===== src/shared/uart_tx_defines.svh =====
// offsets, field positions, reset values and timing counts of the serial transmitter
`ifndef UART_TX_DEFINES_SVH
`define UART_TX_DEFINES_SVH

`define CLK_HZ              10000000
`define BIT_DIV             8
`define BIT_DIV_W           3

`define OFF_CTRL            8'h00
`define OFF_DATA            8'h04
`define OFF_STATUS          8'h08
`define OFF_IRQ_MODE        8'h0C
`define OFF_IRQ_ENABLE      8'h10
`define OFF_IRQ_STATUS      8'h14
`define OFF_IRQ_CLEAR       8'h18

`define CTRL_ENABLE_BIT     0
`define CTRL_PARITY_LSB     1
`define CTRL_PARITY_MSB     2
`define CTRL_RESET          8'h00

`define PARITY_OFF_CODE     8'h00
`define PARITY_EVEN_CODE    8'h02
`define PARITY_ODD_CODE     8'h06

`define IRQ_ON_BUFFER_EMPTY 8'h00
`define IRQ_ON_FRAME_DONE   8'h01

`define FRAME_DONE_BIT      5
`define BUFFER_EMPTY_BIT    4

`define IRQ_BIT_BUFFER      0
`define IRQ_BIT_FRAME       1

`endif


===== src/shared/uart_tx_pkg.sv =====
// types of the serial transmitter
package uart_tx_pkg;
    typedef enum logic [2:0] {
        TX_IDLE,
        TX_START,
        TX_DATA,
        TX_PARITY,
        TX_STOP
    } tx_state_t;
endpackage


===== src/verilog/bit_tick.sv =====
// bit clock divider: one-cycle tick every eight input clocks while enabled
`timescale 1ns/100ps
`default_nettype none
`include "uart_tx_defines.svh"

module bit_tick (
    // clock and reset
    input  wire logic ref_clk_in,
    input  wire logic rst_in,
    // control
    input  wire logic run_in,
    output logic      tick_out,
    output logic [`BIT_DIV_W-1:0] phase_out
);
    logic [`BIT_DIV_W-1:0] count_reg;

    // divider restarts on disable so the first tick is a full bit after enable
    always_ff @(posedge ref_clk_in or posedge rst_in) begin
        if (rst_in) begin
            count_reg <= '0;
        end else if (!run_in) begin
            count_reg <= '0;
        end else begin
            count_reg <= count_reg + 1'b1;
        end
    end

    assign tick_out  = run_in && (count_reg == `BIT_DIV_W'(`BIT_DIV - 1));
    assign phase_out = count_reg;
endmodule
`default_nettype wire


===== src/verilog/uart_tx_parity_dataclk.sv =====
// AHB-Lite serial transmitter with parity, interrupt steering and data clock output
// Operation
// - data clock output runs at input clock divided by eight, one period per bit
// - data clock toggles only during the eight data bits, else held high
// - data clock rises while the data bit on the line is stable
// - when enabled, transmission starts on next bit clock after buffer write, or at the end of the stop bit of a frame in progress
// - clearing enable stops bit clock and any further transmission
// - parity code 0x00 none, 0x02 even, 0x06 odd, written with enable
// - transmit interrupt forwarded only while its mask bit is set
// - setting mask with pending condition raises interrupt at once
// - software-writable selection picks which event drives the interrupt
// - frame is start, eight data bits lsb first, optional parity, one stop
// - buffer-empty flag comes on the edge that loads shifter, start bit one clock later
// - selection 0x00 buffer-empty at load, 0x01 frame-done after last bit
// - status holds frame-done at 0x20 and buffer-empty at 0x10, cleared on read
`timescale 1ns/100ps
`default_nettype none
`include "uart_tx_defines.svh"

module uart_tx_parity_dataclk (
    // clock and reset
    input  wire logic        ref_clk_in,
    input  wire logic        rst_in,
    // AHB-Lite slave
    input  wire logic        hsel_in,
    input  wire logic [7:0]  haddr_in,
    input  wire logic [1:0]  htrans_in,
    input  wire logic        hwrite_in,
    input  wire logic [2:0]  hsize_in,
    input  wire logic        hready_in,
    input  wire logic [31:0] hwdata_in,
    output logic [31:0]      hrdata_out,
    output logic             hreadyout_out,
    output logic             hresp_out,
    // serial side
    output logic             serial_out,
    output logic             data_clk_out,
    // interrupt
    output logic             irq_out
);
    uart_tx_pkg::tx_state_t state_reg;

    logic [7:0] ctrl_reg;
    logic [7:0] irq_mode_reg;
    logic [1:0] irq_enable_reg;
    logic [1:0] irq_status_reg;
    logic [7:0] buffer_reg;
    logic       buffer_full_reg;
    logic [7:0] shift_reg;
    logic [2:0] bit_count_reg;
    logic       parity_reg;
    logic       buffer_empty_flag_reg;
    logic       frame_done_flag_reg;

    logic        wr_pend_reg;
    logic        rd_pend_reg;
    logic [7:0]  addr_reg;

    logic        tick;
    logic [2:0]  phase;
    logic        enabled;
    logic        parity_on;
    logic        parity_odd;
    logic        load_now;
    logic        done_now;
    logic        buffer_empty_event;
    logic        frame_done_event;
    logic        status_read;
    logic        data_write;
    logic        clear_write;
    logic        addr_phase;
    logic [31:0] rd_word;

    assign enabled    = ctrl_reg[`CTRL_ENABLE_BIT];
    assign parity_on  = ctrl_reg[`CTRL_PARITY_LSB];
    assign parity_odd = ctrl_reg[`CTRL_PARITY_MSB];

    bit_tick u_bit_tick (
        .ref_clk_in (ref_clk_in),
        .rst_in     (rst_in),
        .run_in     (enabled),
        .tick_out   (tick),
        .phase_out  (phase)
    );

    // bus: single-cycle data phase, every access is OKAY
    assign addr_phase  = hsel_in && hready_in && htrans_in[1];
    assign data_write  = wr_pend_reg && (addr_reg == `OFF_DATA);
    assign clear_write = wr_pend_reg && (addr_reg == `OFF_IRQ_CLEAR);
    assign status_read = addr_phase && !hwrite_in && (haddr_in == `OFF_STATUS);

    always_ff @(posedge ref_clk_in or posedge rst_in) begin
        if (rst_in) begin
            wr_pend_reg <= 1'b0;
            rd_pend_reg <= 1'b0;
            addr_reg    <= 8'h00;
        end else begin
            wr_pend_reg <= addr_phase && hwrite_in;
            rd_pend_reg <= addr_phase && !hwrite_in;
            addr_reg    <= haddr_in;
        end
    end

    always_ff @(posedge ref_clk_in or posedge rst_in) begin
        if (rst_in) begin
            ctrl_reg       <= `CTRL_RESET;
            irq_mode_reg   <= `IRQ_ON_BUFFER_EMPTY;
            irq_enable_reg <= 2'h0;
        end else if (wr_pend_reg) begin
            unique case (addr_reg)
                `OFF_CTRL:       ctrl_reg       <= hwdata_in[7:0];
                `OFF_IRQ_MODE:   irq_mode_reg   <= hwdata_in[7:0];
                `OFF_IRQ_ENABLE: irq_enable_reg <= hwdata_in[1:0];
                default: ;
            endcase
        end
    end

    always_comb begin
        rd_word = 32'h0000_0000;
        unique case (haddr_in)
            `OFF_CTRL:       rd_word[7:0] = ctrl_reg;
            `OFF_STATUS: begin
                rd_word[`FRAME_DONE_BIT]   = frame_done_flag_reg;
                rd_word[`BUFFER_EMPTY_BIT] = buffer_empty_flag_reg;
            end
            `OFF_IRQ_MODE:   rd_word[7:0] = irq_mode_reg;
            `OFF_IRQ_ENABLE: rd_word[1:0] = irq_enable_reg;
            `OFF_IRQ_STATUS: rd_word[1:0] = irq_status_reg;
            default:         rd_word      = 32'h0000_0000;
        endcase
    end

    // read data registered at the address phase so hrdata comes from a flop
    always_ff @(posedge ref_clk_in or posedge rst_in) begin
        if (rst_in) begin
            hrdata_out <= 32'h0000_0000;
        end else if (addr_phase && !hwrite_in) begin
            hrdata_out <= rd_word;
        end
    end

    always_ff @(posedge ref_clk_in or posedge rst_in) begin
        if (rst_in) begin
            hreadyout_out <= 1'b0;
            hresp_out     <= 1'b0;
        end else begin
            hreadyout_out <= 1'b1;
            hresp_out     <= 1'b0;
        end
    end

    // transmit buffer
    assign load_now = tick && buffer_full_reg && (state_reg == uart_tx_pkg::TX_IDLE
                      || (state_reg == uart_tx_pkg::TX_STOP));
    assign done_now = tick && (state_reg == uart_tx_pkg::TX_STOP);
    assign buffer_empty_event = load_now;
    assign frame_done_event   = done_now;

    // an overwrite before the load simply replaces the pending byte
    always_ff @(posedge ref_clk_in or posedge rst_in) begin
        if (rst_in) begin
            buffer_reg      <= 8'h00;
            buffer_full_reg <= 1'b0;
        end else if (data_write) begin
            buffer_reg      <= hwdata_in[7:0];
            buffer_full_reg <= 1'b1;
        end else if (load_now || !enabled) begin
            buffer_full_reg <= buffer_full_reg && enabled && !load_now;
        end
    end

    // frame sequencer, one step per bit tick
    always_ff @(posedge ref_clk_in or posedge rst_in) begin
        if (rst_in) begin
            state_reg     <= uart_tx_pkg::TX_IDLE;
            shift_reg     <= 8'h00;
            bit_count_reg <= 3'h0;
            parity_reg    <= 1'b0;
        end else if (!enabled) begin
            state_reg <= uart_tx_pkg::TX_IDLE;
        end else if (tick) begin
            unique case (state_reg)
                uart_tx_pkg::TX_IDLE: begin
                    if (load_now) begin
                        state_reg  <= uart_tx_pkg::TX_START;
                        shift_reg  <= buffer_reg;
                        parity_reg <= parity_odd;
                    end
                end
                uart_tx_pkg::TX_START: begin
                    state_reg     <= uart_tx_pkg::TX_DATA;
                    bit_count_reg <= 3'h0;
                end
                uart_tx_pkg::TX_DATA: begin
                    parity_reg    <= parity_reg ^ shift_reg[0];
                    shift_reg     <= {1'b0, shift_reg[7:1]};
                    bit_count_reg <= bit_count_reg + 3'h1;
                    if (bit_count_reg == 3'h7) begin
                        state_reg <= parity_on ? uart_tx_pkg::TX_PARITY : uart_tx_pkg::TX_STOP;
                    end
                end
                uart_tx_pkg::TX_PARITY: state_reg <= uart_tx_pkg::TX_STOP;
                uart_tx_pkg::TX_STOP: begin
                    // back-to-back frame: next start bit follows the stop bit directly
                    if (load_now) begin
                        state_reg  <= uart_tx_pkg::TX_START;
                        shift_reg  <= buffer_reg;
                        parity_reg <= parity_odd;
                    end else begin
                        state_reg <= uart_tx_pkg::TX_IDLE;
                    end
                end
            endcase
        end
    end

    // serial line and data clock; data clock low for first half of each data bit
    always_ff @(posedge ref_clk_in or posedge rst_in) begin
        if (rst_in) begin
            serial_out   <= 1'b1;
            data_clk_out <= 1'b1;
        end else begin
            unique case (state_reg)
                uart_tx_pkg::TX_IDLE:   serial_out <= 1'b1;
                uart_tx_pkg::TX_START:  serial_out <= 1'b0;
                uart_tx_pkg::TX_DATA:   serial_out <= shift_reg[0];
                uart_tx_pkg::TX_PARITY: serial_out <= parity_reg;
                uart_tx_pkg::TX_STOP:   serial_out <= 1'b1;
            endcase
            // rises mid-bit, four clocks after the bit settled
            data_clk_out <= !((state_reg == uart_tx_pkg::TX_DATA) && !phase[2]);
        end
    end

    // status flags: set wins over the clear-on-read
    always_ff @(posedge ref_clk_in or posedge rst_in) begin
        if (rst_in) begin
            buffer_empty_flag_reg <= 1'b1;
            frame_done_flag_reg   <= 1'b0;
        end else begin
            if (data_write) begin
                buffer_empty_flag_reg <= 1'b0;
            end else if (buffer_empty_event) begin
                buffer_empty_flag_reg <= 1'b1;
            end else if (status_read) begin
                buffer_empty_flag_reg <= 1'b0;
            end
            if (frame_done_event) begin
                frame_done_flag_reg <= 1'b1;
            end else if (status_read) begin
                frame_done_flag_reg <= 1'b0;
            end
        end
    end

    // sticky interrupt causes; the mode picks which one reaches the pin
    always_ff @(posedge ref_clk_in or posedge rst_in) begin
        if (rst_in) begin
            irq_status_reg <= 2'h0;
        end else begin
            irq_status_reg[`IRQ_BIT_BUFFER] <= buffer_empty_event
                || (irq_status_reg[`IRQ_BIT_BUFFER] && !(clear_write && hwdata_in[`IRQ_BIT_BUFFER]));
            irq_status_reg[`IRQ_BIT_FRAME]  <= frame_done_event
                || (irq_status_reg[`IRQ_BIT_FRAME] && !(clear_write && hwdata_in[`IRQ_BIT_FRAME]));
        end
    end

    // combinational mask path would be faster, but the output must be a flop
    always_ff @(posedge ref_clk_in or posedge rst_in) begin
        if (rst_in) begin
            irq_out <= 1'b0;
        end else if (irq_mode_reg == `IRQ_ON_FRAME_DONE) begin
            irq_out <= irq_status_reg[`IRQ_BIT_FRAME] && irq_enable_reg[`IRQ_BIT_FRAME];
        end else begin
            irq_out <= irq_status_reg[`IRQ_BIT_BUFFER] && irq_enable_reg[`IRQ_BIT_BUFFER];
        end
    end
endmodule
`default_nettype wire

===== config.mk =====
export PLATFORM = sky130hd
export DESIGN_NAME = uart_tx_parity_dataclk
export DESIGN_NICKNAME = d
export VERILOG_FILES = /design/src/shared/uart_tx_pkg.sv /design/src/verilog/bit_tick.sv /design/src/verilog/uart_tx_parity_dataclk.sv
export VERILOG_INCLUDE_DIRS = /design/src /design/src/shared
export SDC_FILE = /design/constraint.sdc
export NUM_CORES = 1
export LEC_CHECK = 0
export BUFFER_PORTS_ARGS = -buffer_cell sky130_fd_sc_hd__buf_2
export CORE_MARGIN = 8
export CORE_UTILIZATION = 50
export CTS_BUF_LIST = sky130_fd_sc_hd__clkbuf_4 sky130_fd_sc_hd__clkbuf_8 sky130_fd_sc_hd__clkbuf_16
export DETAILED_ROUTE_END_ITERATION = 8
export PLACE_DENSITY = 0.81
export RECOVER_POWER = 100
export SYNTH_ARGS = -nofsm -noshare
export SYNTH_HDL_FRONTEND = slang
export SYNTH_SLANG_ARGS = --single-unit

===== constraint.sdc =====
create_clock -name ref_clk_in -period 5.3 [get_ports ref_clk_in]
set_clock_uncertainty 0.1 [all_clocks]
set_input_delay 0 -clock ref_clk_in [delete_from_list [all_inputs] [get_ports ref_clk_in]]
set_output_delay 0 -clock ref_clk_in [all_outputs]
set_load 0.02 [all_outputs]

==> results.toml <==
[worst_setup_path]
cp-start-kind = "register"
arrival_ns = 3.52
critPathMaxStageDelay_ns = 1.74
cp_num_buf_inv = 0
worst_path_depth = 3
crit_family = "simple AND/OR/NAND/NOR gates"
r2r_cells = 3
r2r_slack_ns = 1.91
end_kind = "register"
cpMaxStageDelayCell = "sky130_fd_sc_hd__nor4b_1"
crit_path_max_fanout = 10
worstPathCellList = "or4b_1, nor4b_1, mux2_2"
worstPathRequired_ns = 5.43
timing_worst_setup_path_type = "register to register"

[global_routing]
track_usage_pct = 15.7
grt_pass1_vias = 2451
grt_pass1_wl_um = 12100
grt_antenna_before_repair = 0
gr-total-overflow = 0
grt_start_max_net_pins = 71

[synthesis]
ys_ff_latch = 70
async_flop_share_pct = 100
ys_top_cells_by_count = "sky130_fd_sc_hd__dfrtp_1 (67), sky130_fd_sc_hd__buf_4 (25), sky130_fd_sc_hd__mux2_2 (24)"
synth.most_common_cell = "sky130_fd_sc_hd__dfrtp_1"
number_of_distinct_library_cells_after_synthesis = 48
yosysSeqAreaShare_pct = 53.6
synth_flop_cell = "sky130_fd_sc_hd__dfrtp_1"
synth_warnings = 0
synthesis.area_mm2 = 0.00328
synth_top_cell_by_area = "sky130_fd_sc_hd__dfrtp_1"
post_synth_inst_count = 288
synth_area_leaders = "sky130_fd_sc_hd__dfrtp_1 (51%), sky130_fd_sc_hd__mux2_2 (8.3%), sky130_fd_sc_hd__buf_4 (5.7%), sky130_fd_sc_hd__mux2i_1 (3.1%), sky130_fd_sc_hd__nand2_1 (2.5%)"
area_share_of_the_largest_cell_type_after_synthesis_pct = 51.2
number_of_flops_mapped_to_enable_cells_by_yosys = 0
synth_area_per_cell_um2 = 11.4

[cts]
clk-insertion-delay-late_ns = 0.34
path_clk_slew_ns = 0.08
cts_made_buffers = 9
cts_tree = "done"
cts_root_buffer = "sky130_fd_sc_hd__clkbuf_8"
cts_max_level = 3
post_cts_resized = 0
post-cts-setup-buffer-count = 0
hold_buffers = 19
cts.path.max_buffers = 2
clock-sinks = 70

[timing]
final_period_minus_worst_setup_slack_ns = 3.39
count_of_final_setup_violators = 0
worst_pin_slew_ns = 2.20
layout_worst_path_cycle_share_pct = 64.0
rsz0062_at_grt = "no"
timing.slew.headroom_pct = -48.8
max_freq_ghz = 0.295
timing.hold.ws_ns = 0.236
report.final.hold_viol_count = 0
fin_tns_setup_ns = 0
slew_viol_final = 39

[finish]
fin_nets = 393
antenna-diode-count = 0
layout.core_utilization_pct = 59.5
flow.area_growth_from_synthesis_pct = 15.3
final_cell_area_excluding_filler_cells_mm2 = 0.00378
drive_above_1_share_pct = 16.6
filler_instances = 515

[min_path]
min_delay_path_depth = 2
holdCritPathClass = "input pin to register"

[outcome]
failed_checks = "capacitance limit, slew limit"
outcome = "finished with violations"

[power]
report.power.total_uw = 1510
power.static_leakage_uw = 0.00168
powerDensity_mw_per_mm2 = 398
vdd_ir_drop_max_mv = 0.297

[routing]
routed_via_density = 5.47
drt.antenna.violating_nets = 0
detail_route.first_pass.iterations = 4
totalWireLength_um = 7080
detail_route.drc_violations = 0
routed-via-count = 2304
routedWlPerCell_um = 16.8
drt-initial-drc-count = 125

[run]
max-cap-violations = 3

[die]
die_h_um = 96.9
design.portCount = 87
dieArea_mm2 = 0.00940
area_of_the_core_mm2 = 0.00635
floorplan.initialDensity_pct = 51.6
die_x_um = 96.9
rows = 29

[placement]
port_buffers = 33
postPlaceCellArea_mm2 = 0.00340
place_congestion = 0.788
hpwlAfterDp_um = 4740
==> cell usage in the layout (no fill, tap or decap), types with 3 or more instances in the layout <==
cell,n
sky130_fd_sc_hd__mux2_1,4
sky130_fd_sc_hd__mux2i_1,10
sky130_fd_sc_hd__clkbuf_1,21
sky130_fd_sc_hd__o21ai_0,14
sky130_fd_sc_hd__a22oi_1,8
sky130_fd_sc_hd__nor4b_1,3
sky130_fd_sc_hd__nand2b_1,3
sky130_fd_sc_hd__nand3_1,5
sky130_fd_sc_hd__a21oi_1,13
sky130_fd_sc_hd__nor2_1,16
sky130_fd_sc_hd__conb_1,26
sky130_fd_sc_hd__and2_0,4
sky130_fd_sc_hd__o31ai_1,6
sky130_fd_sc_hd__buf_2,11
sky130_fd_sc_hd__nand2_1,22
sky130_fd_sc_hd__mux2_2,22
sky130_fd_sc_hd__dfrtp_1,67
sky130_fd_sc_hd__dlygate4sd3_1,19
sky130_fd_sc_hd__ha_1,4
sky130_fd_sc_hd__clkbuf_8,11
sky130_fd_sc_hd__a211oi_1,3
sky130_fd_sc_hd__inv_1,8
sky130_fd_sc_hd__dfstp_2,3
sky130_fd_sc_hd__bufinv_16,3
==> worst paths after layout <==
check,from,end
worst max-delay path,addr_reg[5],ctrl_reg[2]
worst min-delay path,haddr_in[1],addr_reg[1]
worst max register to register,addr_reg[5],ctrl_reg[2]
worst min register to register,u_bit_tick.phase_out[0],u_bit_tick.phase_out[0]
max in group asynchronous,rst_in,hrdata_out[7]
min in group asynchronous,rst_in,irq_enable_reg[0]
==> power by group <==
| part | switching, µW | leakage, µW | internal (µW) |
|---|---|---|---|
| sequential | 52.8 | 0.000863 | 614 |
| combinational | 176 | 0.000689 | 121 |
| clock | 202 | 0.000130 | 339 |
| total | 431 | 0.00168 | 1070 |
==> cell families (layout without fill, tap and decap cells) <==
kind of cell / after synthesis / after routing / share of synthesized area, %
XOR/XNOR: 1 / 1 / 0.267
AND/OR/NAND/NOR: 72 / 72 / 12.6
AO/OA/AOI/OAI: 58 / 58 / 11.7
adder cells (fa/ha/maj): 4 / 4 / 1.53
flip-flops: 70 / 70 / 53.6
buffers and inverters: 45 / 77 / 8.10
multiplexers: 36 / 36 / 12.0
other: 2 / 26 / 0.229
==> per-stage QoR <==
step                      cells  worst slack, ns
after floorplan             312             3.27
after global placement      386             2.89
after detailed placement    386             2.82
after CTS                   421             2.78
after global routing        421             1.77
final                       421             1.91
==> cell type report <==
class	count	area, µm²	share of cell area [%]
flip-flops and latches	70	1760	46.5
multi-input cells	197	1300	34.5
repair buffers	53	337	8.91
clock buffers	11	151	4.01
clock inverters	5	104	2.75
well taps	77	96.3	2.55
inverters	8	30.0	0.795
==> metal layers <==
| layer | global-route usage [%] | wire (µm) |
|---|---|---|
| met1 | 19.0 | 2990 |
| met2 | 25.5 | 3560 |
| met3 | 4.41 | 386 |
| met4 | 6.63 | 138 |
| met5 | 0 | 0 |
(Power assumes the default switching activity.)
